## src/rtl/mpc_top_note.sv

```systemverilog
`timescale 1ns/1ns
`default_nettype none
`default_nettype wire

```

## src/rtl/mpc_pkg.sv

```systemverilog
package mpc_pkg;

  // ---------------------------------------------------------------
  // Register byte offsets
  // ---------------------------------------------------------------
  localparam logic [7:0] ADDR_INERTIA    = 8'h00;
  localparam logic [7:0] ADDR_GAIN       = 8'h04;
  localparam logic [7:0] ADDR_ACCEL      = 8'h08;
  localparam logic [7:0] ADDR_DECEL      = 8'h0c;
  localparam logic [7:0] ADDR_HALT_DECEL = 8'h10;
  localparam logic [7:0] ADDR_PAGED      = 8'h14;
  localparam logic [7:0] ADDR_MON_SEL    = 8'h18;
  localparam logic [7:0] ADDR_MON_OFF    = 8'h1c;
  localparam logic [7:0] ADDR_MON_SPAN   = 8'h20;
  localparam logic [7:0] ADDR_INTERVAL   = 8'h24;
  localparam logic [7:0] ADDR_SPEED      = 8'h28;
  localparam logic [7:0] ADDR_COMMAND    = 8'h2c;
  localparam logic [7:0] ADDR_STATUS     = 8'h30;
  localparam logic [7:0] ADDR_IDENTITY   = 8'h34;
  localparam logic [7:0] ADDR_READOUT    = 8'h38;
  localparam logic [7:0] ADDR_APPLIED    = 8'h3c;

  // ---------------------------------------------------------------
  // Ranges and reset values (fixed point)
  // ---------------------------------------------------------------
  localparam logic [31:0] INERTIA_MAX    = 32'h003d_0900; // 0.001 kg m2
  localparam logic [31:0] INERTIA_RST    = 32'h0000_0000;
  localparam logic [31:0] GAIN_MAX       = 32'h0000_ffff;
  localparam logic [31:0] GAIN_RST       = 32'h0000_0000;
  localparam logic [31:0] ACC_MIN        = 32'h0000_0001; // 0.1 s-2
  localparam logic [31:0] ACC_MAX        = 32'h0000_1f40;
  localparam logic [31:0] ACCEL_RST      = 32'h0000_000a;
  localparam logic [31:0] DECEL_RST      = 32'h0000_0000;
  localparam logic [31:0] HALT_DECEL_RST = 32'h0000_0000;
  localparam logic        PAGED_RST      = 1'b1;
  localparam logic [8:0]  MON_SEL_RST    = 9'h000;
  localparam logic [7:0]  MON_CODE_MAX   = 8'h08;
  localparam logic [7:0]  NAMED_MAX      = 8'h0a;
  localparam int          MON_NAMED_BIT  = 8;
  localparam logic [31:0] MON_OFF_RST    = 32'h0000_0000; // 0.001 units
  localparam logic [31:0] MON_OFF_LIMIT  = 32'h0001_86a0;
  localparam logic [31:0] MON_OFF_RELOAD = 32'h0000_0000;
  localparam logic [31:0] MON_SPAN_RST   = 32'h0000_2710;
  localparam logic [31:0] MON_SPAN_MAX   = 32'h0001_86a0;
  localparam logic [31:0] MON_SPAN_RELOAD = 32'h0000_2710;
  localparam logic [31:0] INTERVAL_MAX   = 32'h0001_86a0; // 0.1 ms
  localparam logic [31:0] INTERVAL_RST   = 32'h0000_0000;
  localparam logic [31:0] INTERVAL_RESET = 32'hffff_ffff;
  localparam logic [31:0] SPEED_MIN      = 32'h0000_0001; // 0.001 s-1
  localparam logic [31:0] SPEED_MAX      = 32'h0000_2710;
  localparam logic [31:0] SPEED_RST      = 32'h0000_03e8;

  // ---------------------------------------------------------------
  // Command bit positions
  // ---------------------------------------------------------------
  localparam int CMD_HALT      = 0;
  localparam int CMD_SERVO_OFF = 1;
  localparam int CMD_SERVO_ON  = 2;
  localparam int CMD_IDENTITY  = 3;
  localparam int CMD_KEY_SPACE = 4;
  localparam int CMD_KEY_BACK  = 5;
  localparam int CMD_CLR_ERR   = 6;

  // ---------------------------------------------------------------
  // Timing
  // ---------------------------------------------------------------
  localparam int CYC_PER_UNIT = 25000; // 0.1 ms at 4 ns

  typedef enum logic [1:0] {
    RD_IDLE = 2'b00,
    RD_GAP  = 2'b01,
    RD_SEND = 2'b11,
    RD_WAIT = 2'b10
  } mpc_rd_type;

endpackage : mpc_pkg

```

## src/rtl/mpc_core.sv

```systemverilog
// Functional notes
// - Hold load inertia 0.000 to 4000.000, reset value 0.000.
// - Any change of load inertia forces servo gain to zero.
// - Positioning acceleration accepts 0.1 to 800.0, reset value 1.0.
// - Positioning deceleration 0.1 to 800.0, or 0.0 meaning reuse acceleration.
// - On stop input or halt command apply larger of current and halt deceleration.
// - Halt deceleration 0.0 means use running operation's deceleration; else 0.1 to 800.0.
// - Read-identity command reports compatible motor type and firmware version.
// - Paged readout 1 (reset) pauses after each line but the last awaiting a key.
// - Paged readout 0 sends all lines without pausing.
// - While paused, space gives next line, backspace ends the readout.
// - Monitor select codes 0 to 8 pick the monitored quantity, reset 0.
// - Changing monitor select reloads its offset and span values.
// - A named parameter as select routes that parameter to the monitor.
// - Monitor span resets to 10.000, offset to 0.000, limits are the same for every select.
// - Motor-off blocks servo until servo-on command; then the input rules again.
// - Readout interval 0.0 to 10000.0 ms minimum gap; -1 resets the gap timer.
// - Halt stops positioning, jogging, home return and programmed operation.
// - Positioning speed accepts 0.001 to 10.000, reset value 1.000.
// - Positioning speed changes reach the speed output at once.
`timescale 1ns/1ns
`default_nettype none

module mpc_core #(
  parameter int          CYC_PER_UNIT = mpc_pkg::CYC_PER_UNIT,
  parameter logic [15:0] MOTOR_TYPE   = 16'h0001, // Arbitrary value
  parameter logic [15:0] FW_VERSION   = 16'h0100  // Arbitrary value
) (
  // Clock and reset
  input  wire logic         pclk,
  input  wire logic         presetn,
  // APB slave
  input  wire logic         psel,
  input  wire logic         penable,
  input  wire logic         pwrite,
  input  wire logic [7:0]   paddr,
  input  wire logic [31:0]  pwdata,
  output logic              pready,
  output logic [31:0]       prdata,
  output logic              pslverr,
  // Pins
  input  wire logic         stop_input,
  input  wire logic         servo_enable_input,
  // Motion logic status
  input  wire logic         positioning_busy,
  input  wire logic         jog_busy,
  input  wire logic         home_busy,
  input  wire logic         program_busy,
  input  wire logic [31:0]  cur_op_decel,
  input  wire logic [143:0] mon_quantity,
  // Motion settings
  output logic              servo_on,
  output logic              halt_request,
  output logic [31:0]       applied_decel,
  output logic [31:0]       inertia_setting,
  output logic [31:0]       servo_gain,
  output logic [31:0]       accel_for_moves,
  output logic [31:0]       decel_for_moves,
  output logic [31:0]       positioning_speed,
  // Analog monitor
  output logic [8:0]        first_analog_select,
  output logic [31:0]       first_monitor_offset,
  output logic [31:0]       first_monitor_span,
  output logic [31:0]       first_analog_output,
  // Readout line engine
  output logic              line_strobe,
  output logic [7:0]        line_index
);

  // ---------------------------------------------------------------
  // State
  // ---------------------------------------------------------------
  typedef struct packed {
    logic                pready;
    logic [31:0]         prdata;
    logic                pslverr;
    logic [1:0]          stop_sync;
    logic [1:0]          servo_enable_input_sync;
    logic [31:0]         inertia;
    logic [31:0]         gain;
    logic [31:0]         accel;
    logic [31:0]         decel;
    logic [31:0]         halt_decel;
    logic                paged;
    logic [8:0]          mon_sel;
    logic [31:0]         mon_off;
    logic [31:0]         mon_span;
    logic [31:0]         interval;
    logic [31:0]         speed;
    logic                locked;
    logic                servo_on;
    logic                halting;
    logic [31:0]         applied;
    logic                id_valid;
    logic [31:0]         identity;
    logic                range_err;
    logic [31:0]         mon_out;
    mpc_pkg::mpc_rd_type rd_state;
    logic [7:0]          lines_left;
    logic [7:0]          line_idx;
    logic                strobe;
    logic [47:0]         gap_cnt;
  } mpc_state_type;

  mpc_state_type st_ff;
  mpc_state_type nxt_st;

  // ---------------------------------------------------------------
  // Functions
  // ---------------------------------------------------------------
  function automatic logic in_range(input logic [31:0] v, lo, hi);
    in_range = (v >= lo) && (v <= hi);
  endfunction : in_range
  function automatic logic [31:0] max_decel(input logic [31:0] a, b);
    max_decel = (a > b) ? a : b;
  endfunction : max_decel
  function automatic logic [31:0] abs_val(input logic [31:0] v);
    abs_val = v[31] ? (~v + 32'h0000_0001) : v;
  endfunction : abs_val
  // ---------------------------------------------------------------
  // Combinational next state
  // ---------------------------------------------------------------
  logic        setup_ph, wr_take, mapped, wr_ok, halt_cmd, any_motion, gap_done;
  logic [31:0] rd_val, move_decel, op_decel, named_val, status;
  logic [47:0] gap_need;
  always_comb begin
    nxt_st = st_ff;
    nxt_st.strobe = 1'b0;
    nxt_st.stop_sync = {st_ff.stop_sync[0], stop_input};
    nxt_st.servo_enable_input_sync = {st_ff.servo_enable_input_sync[0], servo_enable_input};
    move_decel = (st_ff.decel == 32'h0000_0000) ? st_ff.accel : st_ff.decel;
    case (st_ff.mon_sel[7:0])
      8'h00:   named_val = st_ff.inertia;
      8'h01:   named_val = st_ff.gain;
      8'h02:   named_val = st_ff.accel;
      8'h03:   named_val = st_ff.decel;
      8'h04:   named_val = st_ff.halt_decel;
      8'h05:   named_val = {31'h0, st_ff.paged};
      8'h06:   named_val = st_ff.mon_off;
      8'h07:   named_val = st_ff.mon_span;
      8'h08:   named_val = st_ff.interval;
      8'h09:   named_val = st_ff.speed;
      8'h0a:   named_val = st_ff.applied;
      default: named_val = 32'h0000_0000;
    endcase
    status = {16'h0, st_ff.lines_left, st_ff.stop_sync[1], st_ff.range_err,
              (st_ff.rd_state == mpc_pkg::RD_WAIT), (st_ff.rd_state != mpc_pkg::RD_IDLE),
              st_ff.id_valid, st_ff.halting, st_ff.locked, st_ff.servo_on};
    // Decode at setup, answer registered for the access phase
    setup_ph = psel && !penable && !st_ff.pready;
    mapped = (paddr[1:0] == 2'b00) && (paddr <= mpc_pkg::ADDR_APPLIED);
    case (paddr)
      mpc_pkg::ADDR_INERTIA:    wr_ok = (pwdata <= mpc_pkg::INERTIA_MAX);
      mpc_pkg::ADDR_GAIN:       wr_ok = (pwdata <= mpc_pkg::GAIN_MAX);
      mpc_pkg::ADDR_ACCEL:      wr_ok = in_range(pwdata, mpc_pkg::ACC_MIN, mpc_pkg::ACC_MAX);
      mpc_pkg::ADDR_DECEL,
      mpc_pkg::ADDR_HALT_DECEL: wr_ok = (pwdata <= mpc_pkg::ACC_MAX);
      mpc_pkg::ADDR_PAGED:      wr_ok = (pwdata[31:1] == 31'h0);
      mpc_pkg::ADDR_MON_SEL:    wr_ok = (pwdata[31:9] == 23'h0) &&
                                        (pwdata[mpc_pkg::MON_NAMED_BIT] ?
                                         (pwdata[7:0] <= mpc_pkg::NAMED_MAX) :
                                         (pwdata[7:0] <= mpc_pkg::MON_CODE_MAX));
      mpc_pkg::ADDR_MON_OFF:    wr_ok = (abs_val(pwdata) <= mpc_pkg::MON_OFF_LIMIT);
      mpc_pkg::ADDR_MON_SPAN:   wr_ok = in_range(pwdata, 32'h0000_0001,
                                                 mpc_pkg::MON_SPAN_MAX);
      mpc_pkg::ADDR_INTERVAL:   wr_ok = (pwdata <= mpc_pkg::INTERVAL_MAX) ||
                                        (pwdata == mpc_pkg::INTERVAL_RESET);
      mpc_pkg::ADDR_SPEED:      wr_ok = in_range(pwdata, mpc_pkg::SPEED_MIN,
                                                 mpc_pkg::SPEED_MAX);
      mpc_pkg::ADDR_COMMAND:    wr_ok = 1'b1;
      mpc_pkg::ADDR_READOUT:    wr_ok = (pwdata[31:8] == 24'h0) && (pwdata[7:0] != 8'h00) &&
                                        (st_ff.rd_state == mpc_pkg::RD_IDLE);
      default:                  wr_ok = 1'b0;
    endcase
    case (paddr)
      mpc_pkg::ADDR_INERTIA:    rd_val = st_ff.inertia;
      mpc_pkg::ADDR_GAIN:       rd_val = st_ff.gain;
      mpc_pkg::ADDR_ACCEL:      rd_val = st_ff.accel;
      mpc_pkg::ADDR_DECEL:      rd_val = st_ff.decel;
      mpc_pkg::ADDR_HALT_DECEL: rd_val = st_ff.halt_decel;
      mpc_pkg::ADDR_PAGED:      rd_val = {31'h0, st_ff.paged};
      mpc_pkg::ADDR_MON_SEL:    rd_val = {23'h0, st_ff.mon_sel};
      mpc_pkg::ADDR_MON_OFF:    rd_val = st_ff.mon_off;
      mpc_pkg::ADDR_MON_SPAN:   rd_val = st_ff.mon_span;
      mpc_pkg::ADDR_INTERVAL:   rd_val = st_ff.interval;
      mpc_pkg::ADDR_SPEED:      rd_val = st_ff.speed;
      mpc_pkg::ADDR_STATUS:     rd_val = status;
      mpc_pkg::ADDR_IDENTITY:   rd_val = st_ff.identity;
      mpc_pkg::ADDR_READOUT:    rd_val = {24'h0, st_ff.line_idx};
      mpc_pkg::ADDR_APPLIED:    rd_val = st_ff.applied;
      default:                  rd_val = 32'h0000_0000;
    endcase
    nxt_st.pready = setup_ph;
    if (setup_ph) begin
      nxt_st.prdata = pwrite ? 32'h0000_0000 : rd_val;
      nxt_st.pslverr = !mapped || (pwrite && !wr_ok);
    end
    // Writes land at the access edge that samples pready high
    wr_take = psel && penable && st_ff.pready && pwrite && !st_ff.pslverr;
    halt_cmd = wr_take && (paddr == mpc_pkg::ADDR_COMMAND) && pwdata[mpc_pkg::CMD_HALT];
    if (wr_take) begin
      case (paddr)
        mpc_pkg::ADDR_INERTIA: begin
          nxt_st.inertia = pwdata;
          if (pwdata != st_ff.inertia) begin
            nxt_st.gain = 32'h0000_0000;
          end
        end
        mpc_pkg::ADDR_GAIN:       nxt_st.gain = pwdata;
        mpc_pkg::ADDR_ACCEL:      nxt_st.accel = pwdata;
        mpc_pkg::ADDR_DECEL:      nxt_st.decel = pwdata;
        mpc_pkg::ADDR_HALT_DECEL: nxt_st.halt_decel = pwdata;
        mpc_pkg::ADDR_PAGED:      nxt_st.paged = pwdata[0];
        mpc_pkg::ADDR_MON_SEL: begin
          nxt_st.mon_sel = pwdata[8:0];
          if (pwdata[8:0] != st_ff.mon_sel) begin
            nxt_st.mon_off = mpc_pkg::MON_OFF_RELOAD;
            nxt_st.mon_span = mpc_pkg::MON_SPAN_RELOAD;
          end
        end
        mpc_pkg::ADDR_MON_OFF:    nxt_st.mon_off = pwdata;
        mpc_pkg::ADDR_MON_SPAN:   nxt_st.mon_span = pwdata;
        mpc_pkg::ADDR_INTERVAL:   nxt_st.interval = (pwdata == mpc_pkg::INTERVAL_RESET) ?
                                                    mpc_pkg::INTERVAL_RST : pwdata;
        mpc_pkg::ADDR_SPEED:      nxt_st.speed = pwdata;
        mpc_pkg::ADDR_COMMAND: begin
          if (pwdata[mpc_pkg::CMD_SERVO_ON]) begin
            nxt_st.locked = 1'b0;
          end
          // Motor-off wins when both are written together: the safe side
          if (pwdata[mpc_pkg::CMD_SERVO_OFF]) begin
            nxt_st.locked = 1'b1;
          end
          if (pwdata[mpc_pkg::CMD_IDENTITY]) begin
            nxt_st.identity = {FW_VERSION, MOTOR_TYPE};
            nxt_st.id_valid = 1'b1;
          end
          if (pwdata[mpc_pkg::CMD_CLR_ERR]) begin
            nxt_st.range_err = 1'b0;
          end
        end
        default: ;
      endcase
    end
    // Set wins over a clear written in the same cycle
    if (psel && penable && st_ff.pready && st_ff.pslverr && pwrite) begin
      nxt_st.range_err = 1'b1;
    end
    // Servo and halt
    nxt_st.servo_on = !nxt_st.locked && st_ff.servo_enable_input_sync[1];
    any_motion = positioning_busy || jog_busy || home_busy || program_busy;
    if (st_ff.stop_sync[1] || halt_cmd) begin
      nxt_st.halting = 1'b1;
    end else if (!any_motion) begin
      nxt_st.halting = 1'b0;
    end
    op_decel = positioning_busy ? move_decel : cur_op_decel;
    if (st_ff.halt_decel == 32'h0000_0000) begin
      nxt_st.applied = op_decel;
    end else begin
      nxt_st.applied = max_decel(op_decel, st_ff.halt_decel);
    end
    // Analog monitor source
    if (st_ff.mon_sel[mpc_pkg::MON_NAMED_BIT]) begin
      nxt_st.mon_out = named_val;
    end else begin
      nxt_st.mon_out = {16'h0, mon_quantity[st_ff.mon_sel[3:0]*16 +: 16]};
    end
    // Readout line engine
    gap_need = 48'(st_ff.interval) * 48'(CYC_PER_UNIT);
    gap_done = st_ff.gap_cnt >= gap_need;
    if (!gap_done) begin
      nxt_st.gap_cnt = st_ff.gap_cnt + 48'h1;
    end
    if (wr_take && (paddr == mpc_pkg::ADDR_INTERVAL)
        && (pwdata == mpc_pkg::INTERVAL_RESET)) begin
      nxt_st.gap_cnt = 48'h0;
    end
    case (st_ff.rd_state)
      mpc_pkg::RD_IDLE: begin
        if (wr_take && (paddr == mpc_pkg::ADDR_READOUT)) begin
          nxt_st.lines_left = pwdata[7:0];
          nxt_st.line_idx = 8'h00;
          nxt_st.rd_state = mpc_pkg::RD_GAP;
        end
      end
      mpc_pkg::RD_GAP: begin
        if (gap_done) begin
          nxt_st.rd_state = mpc_pkg::RD_SEND;
        end
      end
      mpc_pkg::RD_SEND: begin
        nxt_st.strobe = 1'b1;
        nxt_st.gap_cnt = 48'h0;
        nxt_st.lines_left = st_ff.lines_left - 8'h01;
        if (st_ff.lines_left == 8'h01) begin
          nxt_st.rd_state = mpc_pkg::RD_IDLE;
        end else if (st_ff.paged) begin
          nxt_st.rd_state = mpc_pkg::RD_WAIT;
        end else begin
          nxt_st.rd_state = mpc_pkg::RD_GAP;
        end
      end
      mpc_pkg::RD_WAIT: begin
        if (wr_take && (paddr == mpc_pkg::ADDR_COMMAND)) begin
          if (pwdata[mpc_pkg::CMD_KEY_BACK]) begin
            nxt_st.lines_left = 8'h00;
            nxt_st.rd_state = mpc_pkg::RD_IDLE;
          end else if (pwdata[mpc_pkg::CMD_KEY_SPACE]) begin
            nxt_st.line_idx = st_ff.line_idx + 8'h01;
            nxt_st.rd_state = mpc_pkg::RD_GAP;
          end
        end
      end
      default: nxt_st.rd_state = mpc_pkg::RD_IDLE;
    endcase
    if ((st_ff.rd_state == mpc_pkg::RD_GAP) && st_ff.strobe) begin
      nxt_st.line_idx = st_ff.line_idx + 8'h01;
    end
  end

  // ---------------------------------------------------------------
  // Registers
  // ---------------------------------------------------------------
  always_ff @(posedge pclk or negedge presetn) begin
    if (!presetn) begin
      st_ff <= '0;
      st_ff.inertia <= mpc_pkg::INERTIA_RST;
      st_ff.gain <= mpc_pkg::GAIN_RST;
      st_ff.accel <= mpc_pkg::ACCEL_RST;
      st_ff.decel <= mpc_pkg::DECEL_RST;
      st_ff.halt_decel <= mpc_pkg::HALT_DECEL_RST;
      st_ff.paged <= mpc_pkg::PAGED_RST;
      st_ff.mon_sel <= mpc_pkg::MON_SEL_RST;
      st_ff.mon_off <= mpc_pkg::MON_OFF_RST;
      st_ff.mon_span <= mpc_pkg::MON_SPAN_RST;
      st_ff.interval <= mpc_pkg::INTERVAL_RST;
      st_ff.speed <= mpc_pkg::SPEED_RST;
    end else begin
      st_ff <= nxt_st;
    end
  end

  // ---------------------------------------------------------------
  // Outputs
  // ---------------------------------------------------------------
  assign pready               = st_ff.pready;
  assign prdata               = st_ff.prdata;
  assign pslverr              = st_ff.pslverr;
  assign servo_on             = st_ff.servo_on;
  assign halt_request         = st_ff.halting;
  assign applied_decel        = st_ff.applied;
  assign inertia_setting      = st_ff.inertia;
  assign servo_gain           = st_ff.gain;
  assign accel_for_moves      = st_ff.accel;
  assign decel_for_moves      = st_ff.decel;
  assign positioning_speed    = st_ff.speed;
  assign first_analog_select  = st_ff.mon_sel;
  assign first_monitor_offset = st_ff.mon_off;
  assign first_monitor_span   = st_ff.mon_span;
  assign first_analog_output  = st_ff.mon_out;
  assign line_strobe          = st_ff.strobe;
  assign line_index           = st_ff.line_idx;

endmodule : mpc_core

`default_nettype wire

```

## config.mk

```make
export PLATFORM = sky130hd
export DESIGN_NAME = mpc_core
export DESIGN_NICKNAME = d
export VERILOG_FILES = /design/src/rtl/mpc_top_note.sv /design/src/rtl/mpc_pkg.sv /design/src/rtl/mpc_core.sv
export SDC_FILE = /design/constraint.sdc
export NUM_CORES = 2
export LEC_CHECK = 0
export BUFFER_PORTS_ARGS = -buffer_cell sky130_fd_sc_hd__buf_4
export CELL_PAD_IN_SITES_DETAIL_PLACEMENT = 1
export CELL_PAD_IN_SITES_GLOBAL_PLACEMENT = 1
export CORE_ASPECT_RATIO = 0.5
export CORE_UTILIZATION = 48
export DETAILED_ROUTE_END_ITERATION = 12
export GPL_TIMING_DRIVEN = 0
export PLACE_DENSITY_LB_ADDON = 0.1
export SYNTH_ARGS = -nofsm -noshare
export SYNTH_HDL_FRONTEND = slang
export SYNTH_SLANG_ARGS = --single-unit
```

## constraint.sdc

```tcl
create_clock -name pclk -period 13.1 [get_ports pclk]
set_clock_uncertainty 0.05 [all_clocks]
set_input_delay 0.655 -clock pclk [delete_from_list [all_inputs] [get_ports pclk]]
set_output_delay 0.655 -clock pclk [all_outputs]
set_load 0.05 [all_outputs]
```

==> impl_metrics.yaml <==
floorplanning:
  io_pins: 569
  row_count: 71
  core_area_sq_um: 75400
  dieArea_sq_um: 77600
  initial_utilization_pct: 48.7
  die_y_um: 198
  die_w_um: 393
placed_design:
  pre_cts_ws_ns: 4.26
  portBuffers: 545
  post-dp-hpwl_mm: 152
  place_inst: 5482
  gp_congestion: 1.09
sta:
  setup_violations: 0
  layout_setup_ws_ns: 3.92
  finalCriticalPeriod_ns: 9.18
  rsz0062_at_grt: "no"
  worst_pin_slew_ns: 1.59
  tns_ns: 0
  post-route-period-util_pct: 70.1
  slew_violations: 31
  max_freq_mhz: 109
  slew_headroom_pct: -5.96
  hold_viol: 0
power_and_ir_drop:
  sw_frac_of_total_pct: 27.0
  p_int_mw: 2.41
  peakVddDrop_v: 0.0000958
  pwr-share-comb_pct: 8.3
  seq_power_share_pct: 44.6
  leakagePower_nw: 21.2
  clkPwrFrac_pct: 47.0
  p_per_area_nw_per_um2: 75.1
  p_switching_mw: 0.891
synth:
  synth_flop_cell: "dfrtp_1"
  ys_seq_elements: 472
  yosysWarnings: 0
  synthArstFlopShare_pct: 100
  syn_area_sq_um: 36700
  avgSynthCellArea_sq_um: 9.39
  syn_inst: 3909
  ys_seq_area_share_pct: 32.2
  yosys.area.top_type_share_pct: 31.2
  synth_edf_count: 0
  synthTopCellsByArea: "dfrtp_1 (31%), ha_1 (8.6%), buf_4 (7.0%)"
  synth.distinct_cells: 77
  synthesis.nets: 4492
  synth_top_area_cell: "dfrtp_1"
detailed_routing:
  drc: 0
  dr_total_vias: 37900
  first_pass_iters: 12
  via_per_inst: 6.79
  first_iter_violations: 5440
  postRouteAntennaNets: 0
  post_drt_wl_per_cell_um: 35.3
  wl_mm: 197
global_routing:
  grt-busiest-layer: "met2"
  grt_use_met2_pct: 71.7
  grt_overflow: 0
  antenna_found_initial: 28
  grt_use_met1_pct: 61.2
  grt_pass1_wl_mm: 276
  grt_pass1_vias: 38500
  use_met3_pct: 24.1
  grt_max_degree: 104
  grt.total_usage_pct: 49.8
clocking:
  cts_setup_buffers: 0
  cts_tree: "done"
  cts-root-buf: "clkbuf_16"
  h-tree-depth: 2
  clk_pin_slew_worst_paths_ns: 0.07
  cts_buffers: 47
  cts_sinks: 472
  clock_latency_ns: 0.65
  cts_buffer_depth: 3
  hold_buffers: 0
  ctsResizeCount: 0
final_layout:
  ff_latch_area_sq_um: 11800
  nets: 5092
  final_util_pct: 58.2
  area_delta_synth_final_pct: 19.7
  multiInputGateArea_sq_um: 20100
  final_cells: 5584
  fill_cells: 8566
  drive_gt1_share_pct: 26.9
setup_path:
  cp_max_fo: 10
  cpPeakStageDelay_ns: 0.89
  worstPathRequired_ns: 13.53
  slowest_stage: "dfrtp_1"
  end_kind: "flip-flop"
  cp-start-kind: "flip-flop"
  arrival_ns: 9.61
  crit_type: "flip-flop to flip-flop"
status:
  status: "complete, but fails checks"
  violations: "capacitance limit, slew limit"
job:
  drv_cap: 4
hold_path:
  hold_path.class: "input port to async pin"
[sequential cells by signal, indices dropped and copies added (netlist names), 2 cells and up]
name                  count
decel_for_moves          32
accel_for_moves          32
inertia_setting          32
first_monitor_span       32
st_ff                   128
applied_decel            32
servo_gain               32
first_analog_output      32
positioning_speed        32
line_index                8
first_analog_select       9
prdata                   32
first_monitor_offset     32
nxt_st                    2
[cell usage after synthesis (all sizes together) (25+ instances only)]
cell type / count
mux2i: 52
xor2: 40
buf: 365
nor4: 35
o21ai: 181
a222oi: 48
nand4: 79
ha: 252
mux4: 33
inv: 355
a22o: 144
o22ai: 26
a221oi: 47
a21o: 35
fa: 104
clkbuf: 223
dfrtp: 458
nor3: 43
nor2: 183
o31ai: 36
a22oi: 128
mux2: 173
a31oi: 25
nand3: 68
or4: 27
a21oi: 244
xnor2: 48
nand2: 215
nor2b: 37
[area by class of cell]
cell class | instances | share of cell area [%]
multi-input cells | 2494 | 45.7
flip-flops and latches | 472 | 26.9
repair buffers | 551 | 9.63
plain buffers | 588 | 7.95
clock buffers | 69 | 3.12
inverters | 355 | 3.03
well taps | 1022 | 2.91
clock inverters | 18 | 0.678
diodes | 15 | 0.0854
[cell families after synthesis]
logic type,synth area share [%]
adder cells (fa/ha/maj),14.3
multiplexers,8.75
AND/OR/NAND/NOR,10.8
flip-flops,32.2
buffers and inverters,13.2
AO/OA/AOI/OAI,18.7
XOR/XNOR,2.10
[cells in the final DEF (no fill, tap or decap), types with 48 or more instances in the layout]
cell type / count
clkbuf_1: 235
a22oi_1: 128
clkbuf_16: 48
ha_1: 252
nand4_1: 77
mux2i_1: 52
xnor2_1: 48
inv_1: 355
buf_4: 884
nand3_1: 68
a22o_1: 144
o21ai_0: 179
dfrtp_1: 458
a21oi_1: 243
a222oi_1: 48
mux2_2: 173
fa_1: 104
nand2_1: 214
nor2_1: 183
[metrics by stage]
stage | total power [mW] | hold slack, ns | area (sq um)
finish | 3.30 | 0.000352 | 43900
global route | 3.34 | 0.0668 | 43900
CTS | 3.26 | 0.0500 | 43900
detailed placement | 1.76 | 0.293 | 42200
global placement | 1.75 | 0.287 | 42100
floorplan | 1.60 | 0.281 | 36700
[power groups by stage]
stage          clock network [mW]  registers, mW  logic (mW)
6_report                     1.55           1.47       0.275
5_1_grt                      1.59           1.47       0.283
4_1_cts                      1.53           1.47       0.261
3_5_place_dp                    0           1.50       0.259
3_3_place_gp                    0           1.50       0.248
2_1_floorplan                   0           1.50      0.0976
[worst max-delay path: cells and delay by family (launching register included)]
kind	cells	cell delay (ns)
flip-flops	1	0.89
AND/OR/NAND/NOR	6	1.51
buffers and inverters	6	0.93
XOR/XNOR	1	0.14
adder cells (fa/ha/maj)	7	2.92
AO/OA/AOI/OAI	13	2.52
[final timing paths]
| check | from | endpoint | slack, ns | cells past startpoint |
|---|---|---|---|---|
| max in group asynchronous | presetn | st_ff[320]$_DFFE_PN0P_ | 11.38 | 3 |
| max | st_ff[218]$_DFFE_PN0P_ | st_ff[9]$_DFFE_PN0P_ | 3.92 | 33 |
| min in group pclk | servo_enable_input | nxt_st[467]$_DFF_PN0_ | 0.06 | 1 |
| min | presetn | st_ff[47]$_DFFE_PN0P_ | 0.0004 | 1 |
| min reg2reg | nxt_st[469]$_DFF_PN0_ | st_ff[469]$_DFF_PN0_ | 0.30 | 0 |
| max reg2reg | st_ff[218]$_DFFE_PN0P_ | st_ff[9]$_DFFE_PN0P_ | 3.92 | 33 |
[routing by layer]
metal  up-vias  share of wire (%)
met5         -               0.27
met4        34                6.3
met3       910                 15
met2      3027                 42
met1     19000                 37
li1      14900                  -
No activity file was read; power rests on OpenSTA's default activity.
